===== src/core/decoder_regs.svh =====
// Register offsets, field positions and reset values of the instruction decoder.
// Assumes a 32-bit APB slave with one aligned word per register.
`ifndef DECODER_REGS_SVH
`define DECODER_REGS_SVH

`define REG_INSTR 8'h00
`define REG_OPERAND 8'h04
`define REG_FIELDS 8'h08
`define REG_LITERAL 8'h0C
`define REG_STATUS 8'h10
`define REG_DISP 8'h14

`define INSTR_RESET 14'h0000
`define OPERAND_RESET 8'h00

// OPERAND register fields
`define OPERAND_PTR_MSB_LSB 8
// FIELDS register fields
`define FIELDS_BITPOS_LSB 8
`define FIELDS_DEST_BIT 12
`define FIELDS_PTR_SEL_BIT 13
`define FIELDS_OP_LSB 16
// STATUS register fields
`define STATUS_FLAGS_LSB 2
`define STATUS_PC_MOD_BIT 5
`define STATUS_SKIP_BIT 6
`define STATUS_EXTRA_BIT 7
`define STATUS_ILLEGAL_BIT 8

// Flag mask bit positions inside the 3-bit flag field
`define FLAG_Z 0
`define FLAG_DIGIT_CARRY 1
`define FLAG_C 2

// File addresses of the two indirect access ports
`define INDIRECT_PORT0 7'h00
`define INDIRECT_PORT1 7'h01

`endif


===== src/core/decoder_pkg.sv =====
// Types shared by the instruction decoder and its bench.
// Assumes the constants of decoder_regs.svh for positions and offsets.
package decoder_pkg;

   typedef enum logic [5:0] {
      op_nop, op_illegal,
      op_add_acc_register, op_add_with_carry_to_register, op_and_acc_register,
      op_arith_shift_right, op_logic_shift_left, op_logic_shift_right,
      op_clear_register, op_clear_acc, op_complement_register, op_decrement_register,
      op_increment_register, op_inclusive_or_acc_register, op_move_register,
      op_move_acc_to_register, op_rotate_left_via_carry, op_rotate_right_via_carry,
      op_subtract_acc_register, op_subtract_with_borrow_register, op_swap_nibbles,
      op_exclusive_or_acc_register, op_decrement_skip_if_zero, op_increment_skip_if_zero,
      op_bit_clear, op_bit_set, op_bit_test_skip_if_clear, op_bit_test_skip_if_set,
      op_add_literal_acc, op_and_literal_acc, op_inclusive_or_literal_acc,
      op_load_bank_select, op_load_upper_counter_latch, op_move_literal_acc,
      op_subtract_acc_from_literal, op_exclusive_or_literal_acc,
      op_call, op_jump, op_relative_branch, op_pointer_add_offset, op_pointer_move_indexed
   } op_t;

   typedef struct packed {
      op_t op;
      logic dest;
      logic [2:0] bitpos;
      logic [6:0] faddr;
      logic ptr_sel;
      logic [10:0] lit;
      logic [2:0] flags;
      logic pc_mod;
      logic file_op;
   } decoded_t;

endpackage


===== src/core/instruction_decoder.sv =====
// Instruction decoder for an 8-bit core with 14-bit words, reached over APB.
// Assumes one clock, asynchronous active-low reset and an APB master that holds each request.
// Function
// - Byte register ops: destination bit zero selects accumulator, one selects file register.
// - Bit ops carry a 3-bit bit position and 7-bit file address.
// - Relative branch displacement is the signed 9-bit low field.
// - Pointer offset ops use a one-bit pointer select and 6-bit low offset.
// - Counter changes or true conditional tests cost two cycles, second is idle.
// - Indirect port access with pointer top bit set adds one cycle.
// - Add-with-carry decodes from 11 1101 and updates carry, digit carry, zero.
// - Subtract-with-borrow decodes from 11 1011 and updates carry, digit carry, zero.
// - Decrement/increment skip decode from 00 1011/00 1111, skip on zero, no flags.
// - Bit tests skip when bit clear (01 10) or set (01 11).
// - Upper counter latch load decodes from 11 0001 1, 7-bit literal, no flags.
// - Subtract accumulator from literal decodes from 11 1100, sets carry, digit carry, zero.
// - Exclusive-OR accumulator with register decodes from 00 0110, zero flag only.
// - Inclusive-OR literal with accumulator decodes from 11 1000, zero flag only.
// - Rotates via carry decode from 00 1101 left, 00 1100 right, carry only.
`include "decoder_regs.svh"

module instruction_decoder (
   input wire logic pclk,
   input wire logic presetn,
   input wire logic psel,
   input wire logic penable,
   input wire logic pwrite,
   input wire logic [7:0] paddr,
   input wire logic [31:0] pwdata,
   output logic [31:0] prdata,
   output logic pready,
   output logic pslverr
);
   import decoder_pkg::*;

   localparam logic [2:0] FL_NONE = 3'h0;
   localparam logic [2:0] FL_Z = 3'h1 << `FLAG_Z;
   localparam logic [2:0] FL_C = 3'h1 << `FLAG_C;
   localparam logic [2:0] FL_CZ = FL_C | FL_Z;
   localparam logic [2:0] FL_ALL = FL_C | FL_Z | (3'h1 << `FLAG_DIGIT_CARRY);

   function automatic decoded_t file_form(input op_t op, input logic [13:0] w, input logic [2:0] fl);
      decoded_t d;
      d = '0;
      d.op = op;
      d.dest = w[7];
      d.faddr = w[6:0];
      d.flags = fl;
      d.file_op = 1'b1;
      return d;
   endfunction

   function automatic decoded_t lit_form(input op_t op, input logic [10:0] k, input logic [2:0] fl);
      decoded_t d;
      d = '0;
      d.op = op;
      d.lit = k;
      d.flags = fl;
      return d;
   endfunction

   function automatic decoded_t decode(input logic [13:0] w);
      decoded_t d;
      d = lit_form(op_illegal, 11'h000, FL_NONE);
      casez (w)
         14'b00_0111_????_????: d = file_form(op_add_acc_register, w, FL_ALL);
         14'b11_1101_????_????: d = file_form(op_add_with_carry_to_register, w, FL_ALL);
         14'b00_0101_????_????: d = file_form(op_and_acc_register, w, FL_Z);
         14'b11_0111_????_????: d = file_form(op_arith_shift_right, w, FL_CZ);
         14'b11_0101_????_????: d = file_form(op_logic_shift_left, w, FL_CZ);
         14'b11_0110_????_????: d = file_form(op_logic_shift_right, w, FL_CZ);
         14'b00_0001_1???_????: d = file_form(op_clear_register, w, FL_Z);
         14'b00_0001_0000_00??: d = lit_form(op_clear_acc, 11'h000, FL_Z);
         14'b00_1001_????_????: d = file_form(op_complement_register, w, FL_Z);
         14'b00_0011_????_????: d = file_form(op_decrement_register, w, FL_Z);
         14'b00_1010_????_????: d = file_form(op_increment_register, w, FL_Z);
         14'b00_0100_????_????: d = file_form(op_inclusive_or_acc_register, w, FL_Z);
         14'b00_1000_????_????: d = file_form(op_move_register, w, FL_Z);
         14'b00_0000_1???_????: d = file_form(op_move_acc_to_register, w, FL_NONE);
         14'b00_1101_????_????: d = file_form(op_rotate_left_via_carry, w, FL_C);
         14'b00_1100_????_????: d = file_form(op_rotate_right_via_carry, w, FL_C);
         14'b00_0010_????_????: d = file_form(op_subtract_acc_register, w, FL_ALL);
         14'b11_1011_????_????: d = file_form(op_subtract_with_borrow_register, w, FL_ALL);
         14'b00_1110_????_????: d = file_form(op_swap_nibbles, w, FL_NONE);
         14'b00_0110_????_????: d = file_form(op_exclusive_or_acc_register, w, FL_Z);
         14'b00_1011_????_????: d = file_form(op_decrement_skip_if_zero, w, FL_NONE);
         14'b00_1111_????_????: d = file_form(op_increment_skip_if_zero, w, FL_NONE);
         14'b01_????_????_????: begin
            unique case (w[11:10])
               2'b00: d = file_form(op_bit_clear, w, FL_NONE);
               2'b01: d = file_form(op_bit_set, w, FL_NONE);
               2'b10: d = file_form(op_bit_test_skip_if_clear, w, FL_NONE);
               2'b11: d = file_form(op_bit_test_skip_if_set, w, FL_NONE);
            endcase
            d.dest = 1'b1;
            d.bitpos = w[9:7];
         end
         14'b11_1110_????_????: d = lit_form(op_add_literal_acc, {3'h0, w[7:0]}, FL_ALL);
         14'b11_1001_????_????: d = lit_form(op_and_literal_acc, {3'h0, w[7:0]}, FL_Z);
         14'b11_1000_????_????: d = lit_form(op_inclusive_or_literal_acc, {3'h0, w[7:0]}, FL_Z);
         14'b00_0000_001?_????: d = lit_form(op_load_bank_select, {6'h00, w[4:0]}, FL_NONE);
         14'b11_0001_1???_????: d = lit_form(op_load_upper_counter_latch, {4'h0, w[6:0]}, FL_NONE);
         14'b11_0000_????_????: d = lit_form(op_move_literal_acc, {3'h0, w[7:0]}, FL_NONE);
         14'b11_1100_????_????: d = lit_form(op_subtract_acc_from_literal, {3'h0, w[7:0]}, FL_ALL);
         14'b11_1010_????_????: d = lit_form(op_exclusive_or_literal_acc, {3'h0, w[7:0]}, FL_Z);
         14'b10_0???_????_????: begin
            d = lit_form(op_call, w[10:0], FL_NONE);
            d.pc_mod = 1'b1;
         end
         14'b10_1???_????_????: begin
            d = lit_form(op_jump, w[10:0], FL_NONE);
            d.pc_mod = 1'b1;
         end
         14'b11_001?_????_????: begin
            d = lit_form(op_relative_branch, {2'h0, w[8:0]}, FL_NONE);
            d.pc_mod = 1'b1;
         end
         14'b11_0001_0???_????: begin
            d = lit_form(op_pointer_add_offset, {5'h00, w[5:0]}, FL_NONE);
            d.ptr_sel = w[6];
         end
         14'b11_1111_????_????: begin
            d = lit_form(op_pointer_move_indexed, {5'h00, w[5:0]}, FL_Z);
            d.ptr_sel = w[6];
            d.dest = w[7];
         end
         14'h0000: d = lit_form(op_nop, 11'h000, FL_NONE);
         default: d = lit_form(op_illegal, 11'h000, FL_NONE);
      endcase
      return d;
   endfunction

   logic [13:0] instr_ff, nxt_instr;
   logic [7:0] operand_ff, nxt_operand;
   logic [1:0] ptr_msb_ff, nxt_ptr_msb;
   logic [31:0] prdata_ff, nxt_prdata;
   logic pready_ff, nxt_pready;
   logic pslverr_ff, nxt_pslverr;

   decoded_t dec;
   logic skip_taken;
   logic extra_cycle;
   logic [1:0] cycles;
   logic [15:0] disp;
   logic mapped;
   logic [31:0] rd_word;

   always_comb begin
      dec = decode(instr_ff);
      // The operand register holds the file value the datapath fetched for the test
      unique case (dec.op)
         op_decrement_skip_if_zero: skip_taken = (operand_ff == 8'h01);
         op_increment_skip_if_zero: skip_taken = (operand_ff == 8'hFF);
         op_bit_test_skip_if_clear: skip_taken = ~operand_ff[dec.bitpos];
         op_bit_test_skip_if_set: skip_taken = operand_ff[dec.bitpos];
         default: skip_taken = 1'b0;
      endcase
      // Only file-register forms can reach an indirect port
      extra_cycle = dec.file_op &&
                    ((dec.faddr == `INDIRECT_PORT0 && ptr_msb_ff[0]) ||
                     (dec.faddr == `INDIRECT_PORT1 && ptr_msb_ff[1]));
      cycles = ((dec.pc_mod || skip_taken) ? 2'd2 : 2'd1) + {1'b0, extra_cycle};
      disp = {{7{instr_ff[8]}}, instr_ff[8:0]};
   end

   always_comb begin
      mapped = 1'b1;
      unique case (paddr)
         `REG_INSTR: rd_word = {18'h0, instr_ff};
         `REG_OPERAND: rd_word = {22'h0, ptr_msb_ff, operand_ff};
         `REG_FIELDS: rd_word = {10'h0, dec.op, 2'h0, dec.ptr_sel, dec.dest, 1'b0, dec.bitpos, 1'b0, dec.faddr};
         `REG_LITERAL: rd_word = {21'h0, dec.lit};
         `REG_STATUS: rd_word = {23'h0, (dec.op == op_illegal), extra_cycle, skip_taken,
                                 dec.pc_mod, dec.flags, cycles};
         `REG_DISP: rd_word = {16'h0, disp};
         default: begin
            rd_word = 32'h0;
            mapped = 1'b0;
         end
      endcase
   end

   always_comb begin
      nxt_instr = instr_ff;
      nxt_operand = operand_ff;
      nxt_ptr_msb = ptr_msb_ff;
      nxt_prdata = prdata_ff;
      nxt_pslverr = 1'b0;
      // Ready is raised for exactly the first access cycle, so every transfer has one wait-free access
      nxt_pready = psel && !penable && !pready_ff;
      if (psel && !penable) begin
         nxt_prdata = pwrite ? 32'h0 : rd_word;
         nxt_pslverr = !mapped;
      end
      if (psel && penable && pready_ff && pwrite) begin
         if (paddr == `REG_INSTR) begin
            nxt_instr = pwdata[13:0];
         end
         if (paddr == `REG_OPERAND) begin
            nxt_operand = pwdata[7:0];
            nxt_ptr_msb = pwdata[`OPERAND_PTR_MSB_LSB +: 2];
         end
      end
      if (pready_ff) begin
         nxt_pslverr = 1'b0;
      end
   end

   always_ff @(posedge pclk or negedge presetn) begin
      if (!presetn) begin
         instr_ff <= `INSTR_RESET;
         operand_ff <= `OPERAND_RESET;
         ptr_msb_ff <= 2'h0;
         prdata_ff <= 32'h0;
         pready_ff <= 1'b0;
         pslverr_ff <= 1'b0;
      end else begin
         instr_ff <= nxt_instr;
         operand_ff <= nxt_operand;
         ptr_msb_ff <= nxt_ptr_msb;
         prdata_ff <= nxt_prdata;
         pready_ff <= nxt_pready;
         pslverr_ff <= nxt_pslverr;
      end
   end

   assign prdata = prdata_ff;
   assign pready = pready_ff;
   assign pslverr = pslverr_ff;

endmodule


===== config.mk =====
export PLATFORM = sky130hd
export DESIGN_NAME = instruction_decoder
export DESIGN_NICKNAME = d
export VERILOG_FILES = /design/src/core/decoder_pkg.sv /design/src/core/instruction_decoder.sv
export VERILOG_INCLUDE_DIRS = /design/src /design/src/core
export SDC_FILE = /design/constraint.sdc
export NUM_CORES = 1
export LEC_CHECK = 0
export BUFFER_PORTS_ARGS = -buffer_cell sky130_fd_sc_hd__buf_4
export CAP_MARGIN = 20
export CORE_MARGIN = 2
export CORE_UTILIZATION = 40
export DETAILED_ROUTE_END_ITERATION = 16
export PLACE_DENSITY = 0.68
export SETUP_SLACK_MARGIN = 0.05
export SLEW_MARGIN = 20
export SYNTH_ARGS = -nofsm -noshare
export SYNTH_HDL_FRONTEND = slang
export SYNTH_SLANG_ARGS = --single-unit

===== constraint.sdc =====
create_clock -name pclk -period 2.61 [get_ports pclk]
set_input_delay 0.3915 -clock pclk [delete_from_list [all_inputs] [get_ports pclk]]
set_output_delay 0.3915 -clock pclk [all_outputs]
set_load 0.02 [all_outputs]

* Word level (Yosys, flattened, before mapping) *
Index checks and enable logic that the tools add are counted.

storage, ports and cells
  input bits = 45
  memories kept = 0
  ROM bits = 0
  memory bits (writable) = 0
  bits in registers = 58
  bits in latches = 0
  output and inout bits = 34

operators by class
  bitwise operators = 1
  add/sub/neg operators = 1
  shift-type cells = 0
  multiplexer cells = 11
  multipliers = 0
  divide/modulo/power cells = 0
  equality and inequality tests = 52
  magnitude comparators = 1
  reduce and logical (&&, ||, !) cells = 20

operator list
  kind                 count
  $pmux 34 s37         1
  $pmux 34 s4          1
  $pmux 22 s6          1
  $eq 6x6->1 const B   12
  $eq 6x4->1 const B   8
  $mux 32              1
  $eq 6x3->1 const B   4
  $eq 6x5->1 const B   4
  $eq 8x4->1 const B   2
  $eq 8x5->1 const B   2
  $eq 7x1->1 const B   2
  $eq 7x7->1 const B   2
  $logic_not 14->1     1
  $eq 12x7->1 const B  1
  $eq 6x2->1 const B   2
  $eq 9x1->1 const B   1
  $eq 8x1->1 const B   1
  $eq 8x3->1 const B   1
  $eq 8x8->1 const B   1
  $logic_and 1x1->1    8
  $logic_not 8->1      1
  $eq 7x2->1 const B   1
  $logic_not 7->1      1
  $eq 3x3->1 const B   2
  other kinds (16)     25

* Depth between registers and ports, before layout *
  word-level depth = 12
  gate-level depth with buffers = 14
  depth with buffers taken out = 12

* Least setup slack after synthesis *
Ideal clock, no wire load.

  path kind = reg-to-reg
  start = register instr_ff[10]
  end = register prdata_ff[0] (netlist: prdata[0])
  arrival = 2.684 ns
  buffers on the path = 2
  required time = 2.484 ns
  stages on the path, launching flop included = 15
  slack = -0.200 ns
  path through = dfrtp_1 -> buf_4 -> buf_6 -> or4b_1 -> a21oi_1 -> o21ai_0 -> nand4b_1 -> mux2i_1 -> a32oi_1 -> nor2b_1 -> ha_1 -> nor2_1 -> a21oi_1 -> nor3_1 -> a221o_1

between the ends
  cells in the longest elaborated chain, start to end = 11

RTL lines
  item                                 RTL line                                                source
  start: declaration                   instruction_decoder.sv:132                              logic [13:0] instr_ff, nxt_instr;
  start signal: assignment             instruction_decoder.sv:210                              instr_ff <= `INSTR_RESET;
  start signal: assignment             instruction_decoder.sv:217                              instr_ff <= nxt_instr;
  $eq 12x7->1 (tied with other cells)  instruction_decoder.sv:64                               casez (w)
  $pmux 34 s37 *                       instruction_decoder.sv:64
  $bmux 1 s3                           instruction_decoder.sv:153, instruction_decoder.sv:154
  $mux 1 (implied by the code)         instruction_decoder.sv:153, instruction_decoder.sv:154
  $not 1->1                            instruction_decoder.sv:153                              op_bit_test_skip_if_clear: skip_taken = ~operand_ff[dec.bitpos];
  $pmux 1 s4                           instruction_decoder.sv:150                              unique case (dec.op)
  $logic_or 1x1->1                     instruction_decoder.sv:161                              cycles = ((dec.pc_mod || skip_taken) ? 2'd2 : 2'd1) + {1'b0, extra_cycle};
  $mux 2                               instruction_decoder.sv:161
  $add 2x1->2                          instruction_decoder.sv:161
  $pmux 22 s6 *                        instruction_decoder.sv:167                              unique case (paddr)
  $mux 32 *                            instruction_decoder.sv:191                              nxt_prdata = pwrite ? 32'h0 : rd_word;
  end signal: assignment               instruction_decoder.sv:220                              prdata_ff <= nxt_prdata;
  end: declaration                     instruction_decoder.sv:135                              logic [31:0] prdata_ff, nxt_prdata;

Mark *: on every way between the ends. The rest lies on a longest branch, timed or not. The select of a mux whose other input is x is not followed.
A chain may end at the register's enable or synchronous reset.

* Worst setup path in the final report *
  start = register instr_ff[4]
  end = register prdata_ff[0] (netlist: prdata[0])

between the ends
  cells in the longest elaborated chain, start to end = 11

RTL lines
  item                                             RTL line
  $eq 12x7->1 or $logic_not 14->1 (tied branches)  instruction_decoder.sv:64
  $pmux 34 s37 *                                   instruction_decoder.sv:64
  $bmux 1 s3                                       instruction_decoder.sv:153, instruction_decoder.sv:154
  $mux 1 (implied by the code)                     instruction_decoder.sv:153, instruction_decoder.sv:154
  $not 1->1                                        instruction_decoder.sv:153
  $pmux 1 s4                                       instruction_decoder.sv:150
  $logic_or 1x1->1                                 instruction_decoder.sv:161
  $mux 2                                           instruction_decoder.sv:161
  $add 2x1->2                                      instruction_decoder.sv:161
  $pmux 22 s6 *                                    instruction_decoder.sv:167
  $mux 32 *                                        instruction_decoder.sv:191

Marked as above.

==> results.sh <==
export IMPL_worstPathRequired_ns=2.81
export IMPL_initial_core_util_pct=41.6
export IMPL_hold_violations=0
export IMPL_place_ws_ns=-0.448
export IMPL_rsz0062_at_grt="true"
export IMPL_grt_max_degree=48
export IMPL_ir_drop_v=0.000345
export IMPL_dr_total_vias=3826
export IMPL_setup_ws_ns=-0.413
export IMPL_powerDensity_nw_per_um2=287
export IMPL_port_buffers=50
export IMPL_crit_path_start_kind="flip-flop"
export IMPL_routed_wl_microns=11800
export IMPL_clock_sinks=47
export IMPL_grt_overflow=0
export IMPL_htreeDepth=2
export IMPL_area_delta_synth_final_pct=46.3
export IMPL_first_global_vias=3657
export IMPL_critical_path_slowest_cell="or4_4"
export IMPL_cp_end_kind="flip-flop"
export IMPL_synth_cell_types=78
export IMPL_synthFlopType="dfrtp_1"
export IMPL_dp_cells=603
export IMPL_violations="negative setup slack"
export IMPL_hold_slack_ns=0.0707
export IMPL_gp_congestion=0.963
export IMPL_finish_utilization_pct=60.9
export IMPL_grt_util_all_layers_pct=24.3
export IMPL_antenna_found_initial=0
export IMPL_yosys_cell_count_top_type="dfrtp_1"
export IMPL_tightest_slew_ns=0.591
export IMPL_crit_chain="or4_4 -> nor4b_4 -> a21oi_1 -> nand4b_1 -> buf_4 -> mux2i_4 -> a32oi_2 -> nor2b_4 -> ha_4 -> nor2_2 -> a21oi_2 -> nor3_1 -> a221o_1"
export IMPL_nNetsFinal=579
export IMPL_max_stage_delay_ns=0.57
export IMPL_synth_simple_area_share_pct=22.8
export IMPL_synthMuxAreaShare_pct=9.98
export IMPL_p_leak_nw=2.42
export IMPL_ys_async_sr_fraction_pct=100
export IMPL_yosysSeqAreaShare_pct=34.2
export IMPL_netlist_top_cells_count="dfrtp_1 (47), a21oi_1 (29), nor2_1 (29), mux2_2 (24), nand2_1 (24)"
export IMPL_multi_input_area_sq_um=2220
export IMPL_grt_pass1_wl_microns=18700
export IMPL_maxSlewHeadroom_pct=60.6
export IMPL_syn_area_per_cell_sq_um=8.86
export IMPL_regArea_sq_um=1180
export IMPL_synth_compound_area_share_pct=24.7
export IMPL_min_path_type="input port to asynchronous set/reset pin"
export IMPL_cts_root_buf="clkbuf_8"
export IMPL_arrival_ns=3.22
export IMPL_finalSetupTns_ns=-0.759
export IMPL_clock_fmax_ghz=0.331
export IMPL_path_max_fanout=2
export IMPL_clockBufferDepth=2
export IMPL_setup_viol=2
export IMPL_die_y_microns=96.7
export IMPL_wl_per_cell_microns=18.5
export IMPL_cts_tree="done"
export IMPL_dp_hpwl_microns=8680
export IMPL_yosysTopAreaCell="dfrtp_1"
export IMPL_crit_type="flip-flop to flip-flop"
export IMPL_syn_cell_area_sq_um=3440
export IMPL_slew_violations=0
export IMPL_n_antenna_cell=0
export IMPL_drt_iter0_markers=432
export IMPL_cts_clk_slew_worst_paths_ns=0.10
export IMPL_ys_seq_elements=47
export IMPL_fillers=730
export IMPL_dieArea_sq_um=9350
export IMPL_min_period_ns=3.02
export IMPL_synth_cells=388
export IMPL_synth_xor_xnor_area_share_pct=0.255
export IMPL_cts_made_buffers=5
export IMPL_finalCritPeriodShare_pct=116
export IMPL_synth_top_family_by_area="compound AO/OA/AOI/OAI gates"
export IMPL_netlist_area_leader_share_pct=34.2
export IMPL_core_area_sq_um=8260
export IMPL_ant_nets=0
export IMPL_maxCapViolCount=0
export IMPL_synth_fa_ha_area_share_pct=0.364
export IMPL_finalNonFillerCells=639
export IMPL_synth_area_top_cells="dfrtp_1 (34%), mux2_2 (7.9%), a21oi_1 (4.2%), o21ai_0 (3.4%), nor2_1 (3.2%)"
export IMPL_ys_warn_count=0
export IMPL_clk_latency_ns=0.31
export IMPL_crit_buf_inv=1
export IMPL_synth_edff_count=0
export IMPL_vias_per_cell=5.99
export IMPL_crit_family="simple AND/OR/NAND/NOR gates"
export IMPL_die_w_microns=96.7
export IMPL_rows=33
export IMPL_status="finished with violations"
export IMPL_remaining_drc_errors=0
export IMPL_drive_gt1_share_pct=47.0
export IMPL_top_level_ports=79
export IMPL_firstDrtPassIters=5
export IMPL_clock_skew_ns=0.0116
==> cells in the final DEF (no fill, tap or decap), types with 4 or more instances in the layout <==
master | synthesis | final
a211oi_1 | 4 | 4
conb_1 | 1 | 10
mux2_2 | 24 | 24
nor2b_1 | 7 | 5
a21oi_1 | 29 | 26
nor3_1 | 17 | 13
nand3_1 | 6 | 6
clkbuf_8 | 0 | 5
or3_1 | 4 | 4
o21ai_0 | 23 | 20
or4_4 | 1 | 4
a211o_1 | 4 | 4
dfrtp_1 | 47 | 41
nor2_1 | 29 | 28
a22o_1 | 4 | 4
nand2b_1 | 11 | 11
a221o_1 | 4 | 4
buf_4 | 14 | 154
inv_1 | 10 | 9
nand2_1 | 24 | 24
a32o_1 | 6 | 6
a31oi_1 | 5 | 5
dfrtp_2 | 0 | 6
buf_6 | 1 | 7
==> per-layer routing <==
metal | track usage (%) | part of all wire, % | up-vias
li1 | - | - | 1741
met1 | 35.2 | 44 | 1846
met2 | 37.9 | 47 | 197
met3 | 3.47 | 6.4 | 42
met4 | 7.26 | 2.8 | 0
met5 | 0 | 0 | -
==> worst paths after layout <==
path	from	to	slack, ns	depth (start not counted)
worst max-delay path	instr_ff[4]	prdata[0]	-0.41	13
min in group pclk	pwdata[11]	instr_ff[11]	0.31	2
worst max register to register	instr_ff[4]	prdata[0]	-0.41	13
worst min register to register	pready	pready	0.47	1
worst min-delay path	presetn	prdata[18]	0.07	1
max in group asynchronous	presetn	instr_ff[12]	2.09	1
==> state kept, by name, indices dropped and copies added (netlist names) <==
name / flops
pslverr: 1
prdata: 21
ptr_msb_ff: 2
pready: 1
operand_ff: 8
instr_ff: 14
==> where the power goes <==
group	total (W)	switching, W	internal, W
Sequential	0.000733	0.00000256	0.000731
Combinational	0.000147	0.0000861	0.0000609
Clock	0.000561	0.000270	0.000291
==> logic make-up (layout without fill, tap and decap cells) <==
kind of cell | count (synthesis) | count (layout)
mux | 30 | 30
other cells | 1 | 10
fa+ha+maj | 1 | 1
flops | 47 | 47
simple gates | 137 | 137
buf+inv | 50 | 187
xor+xnor | 1 | 1
compound gates | 121 | 121
==> timing repair <==
item / CTS / global route
cloned: 0 / 1
gates resized for setup: 22 / 35
buffers inserted: 17 / 11
pin swaps: 6 / 21
setup endpoints to repair: 12 / 11
hold buffers: 0 / 0
==> final cells by class <==
cell class | instances | area share (%)
inverters | 11 | 0.822
clock inverters | 3 | 0.946
multi-input cells | 300 | 44.2
well taps | 105 | 2.61
repair buffers | 168 | 26.5
flip-flops and latches | 47 | 23.6
clock buffers | 5 | 1.37
==> per-stage QoR <==
step,power [W],instance area (sq um)
final,0.00144,5030
after global routing,0.00150,5030
after CTS,0.00144,4780
after detailed placement,0.000881,4450
after global placement,0.000878,4450
after floorplan,0.000819,3490
Power figures use the tool's default switching activity.
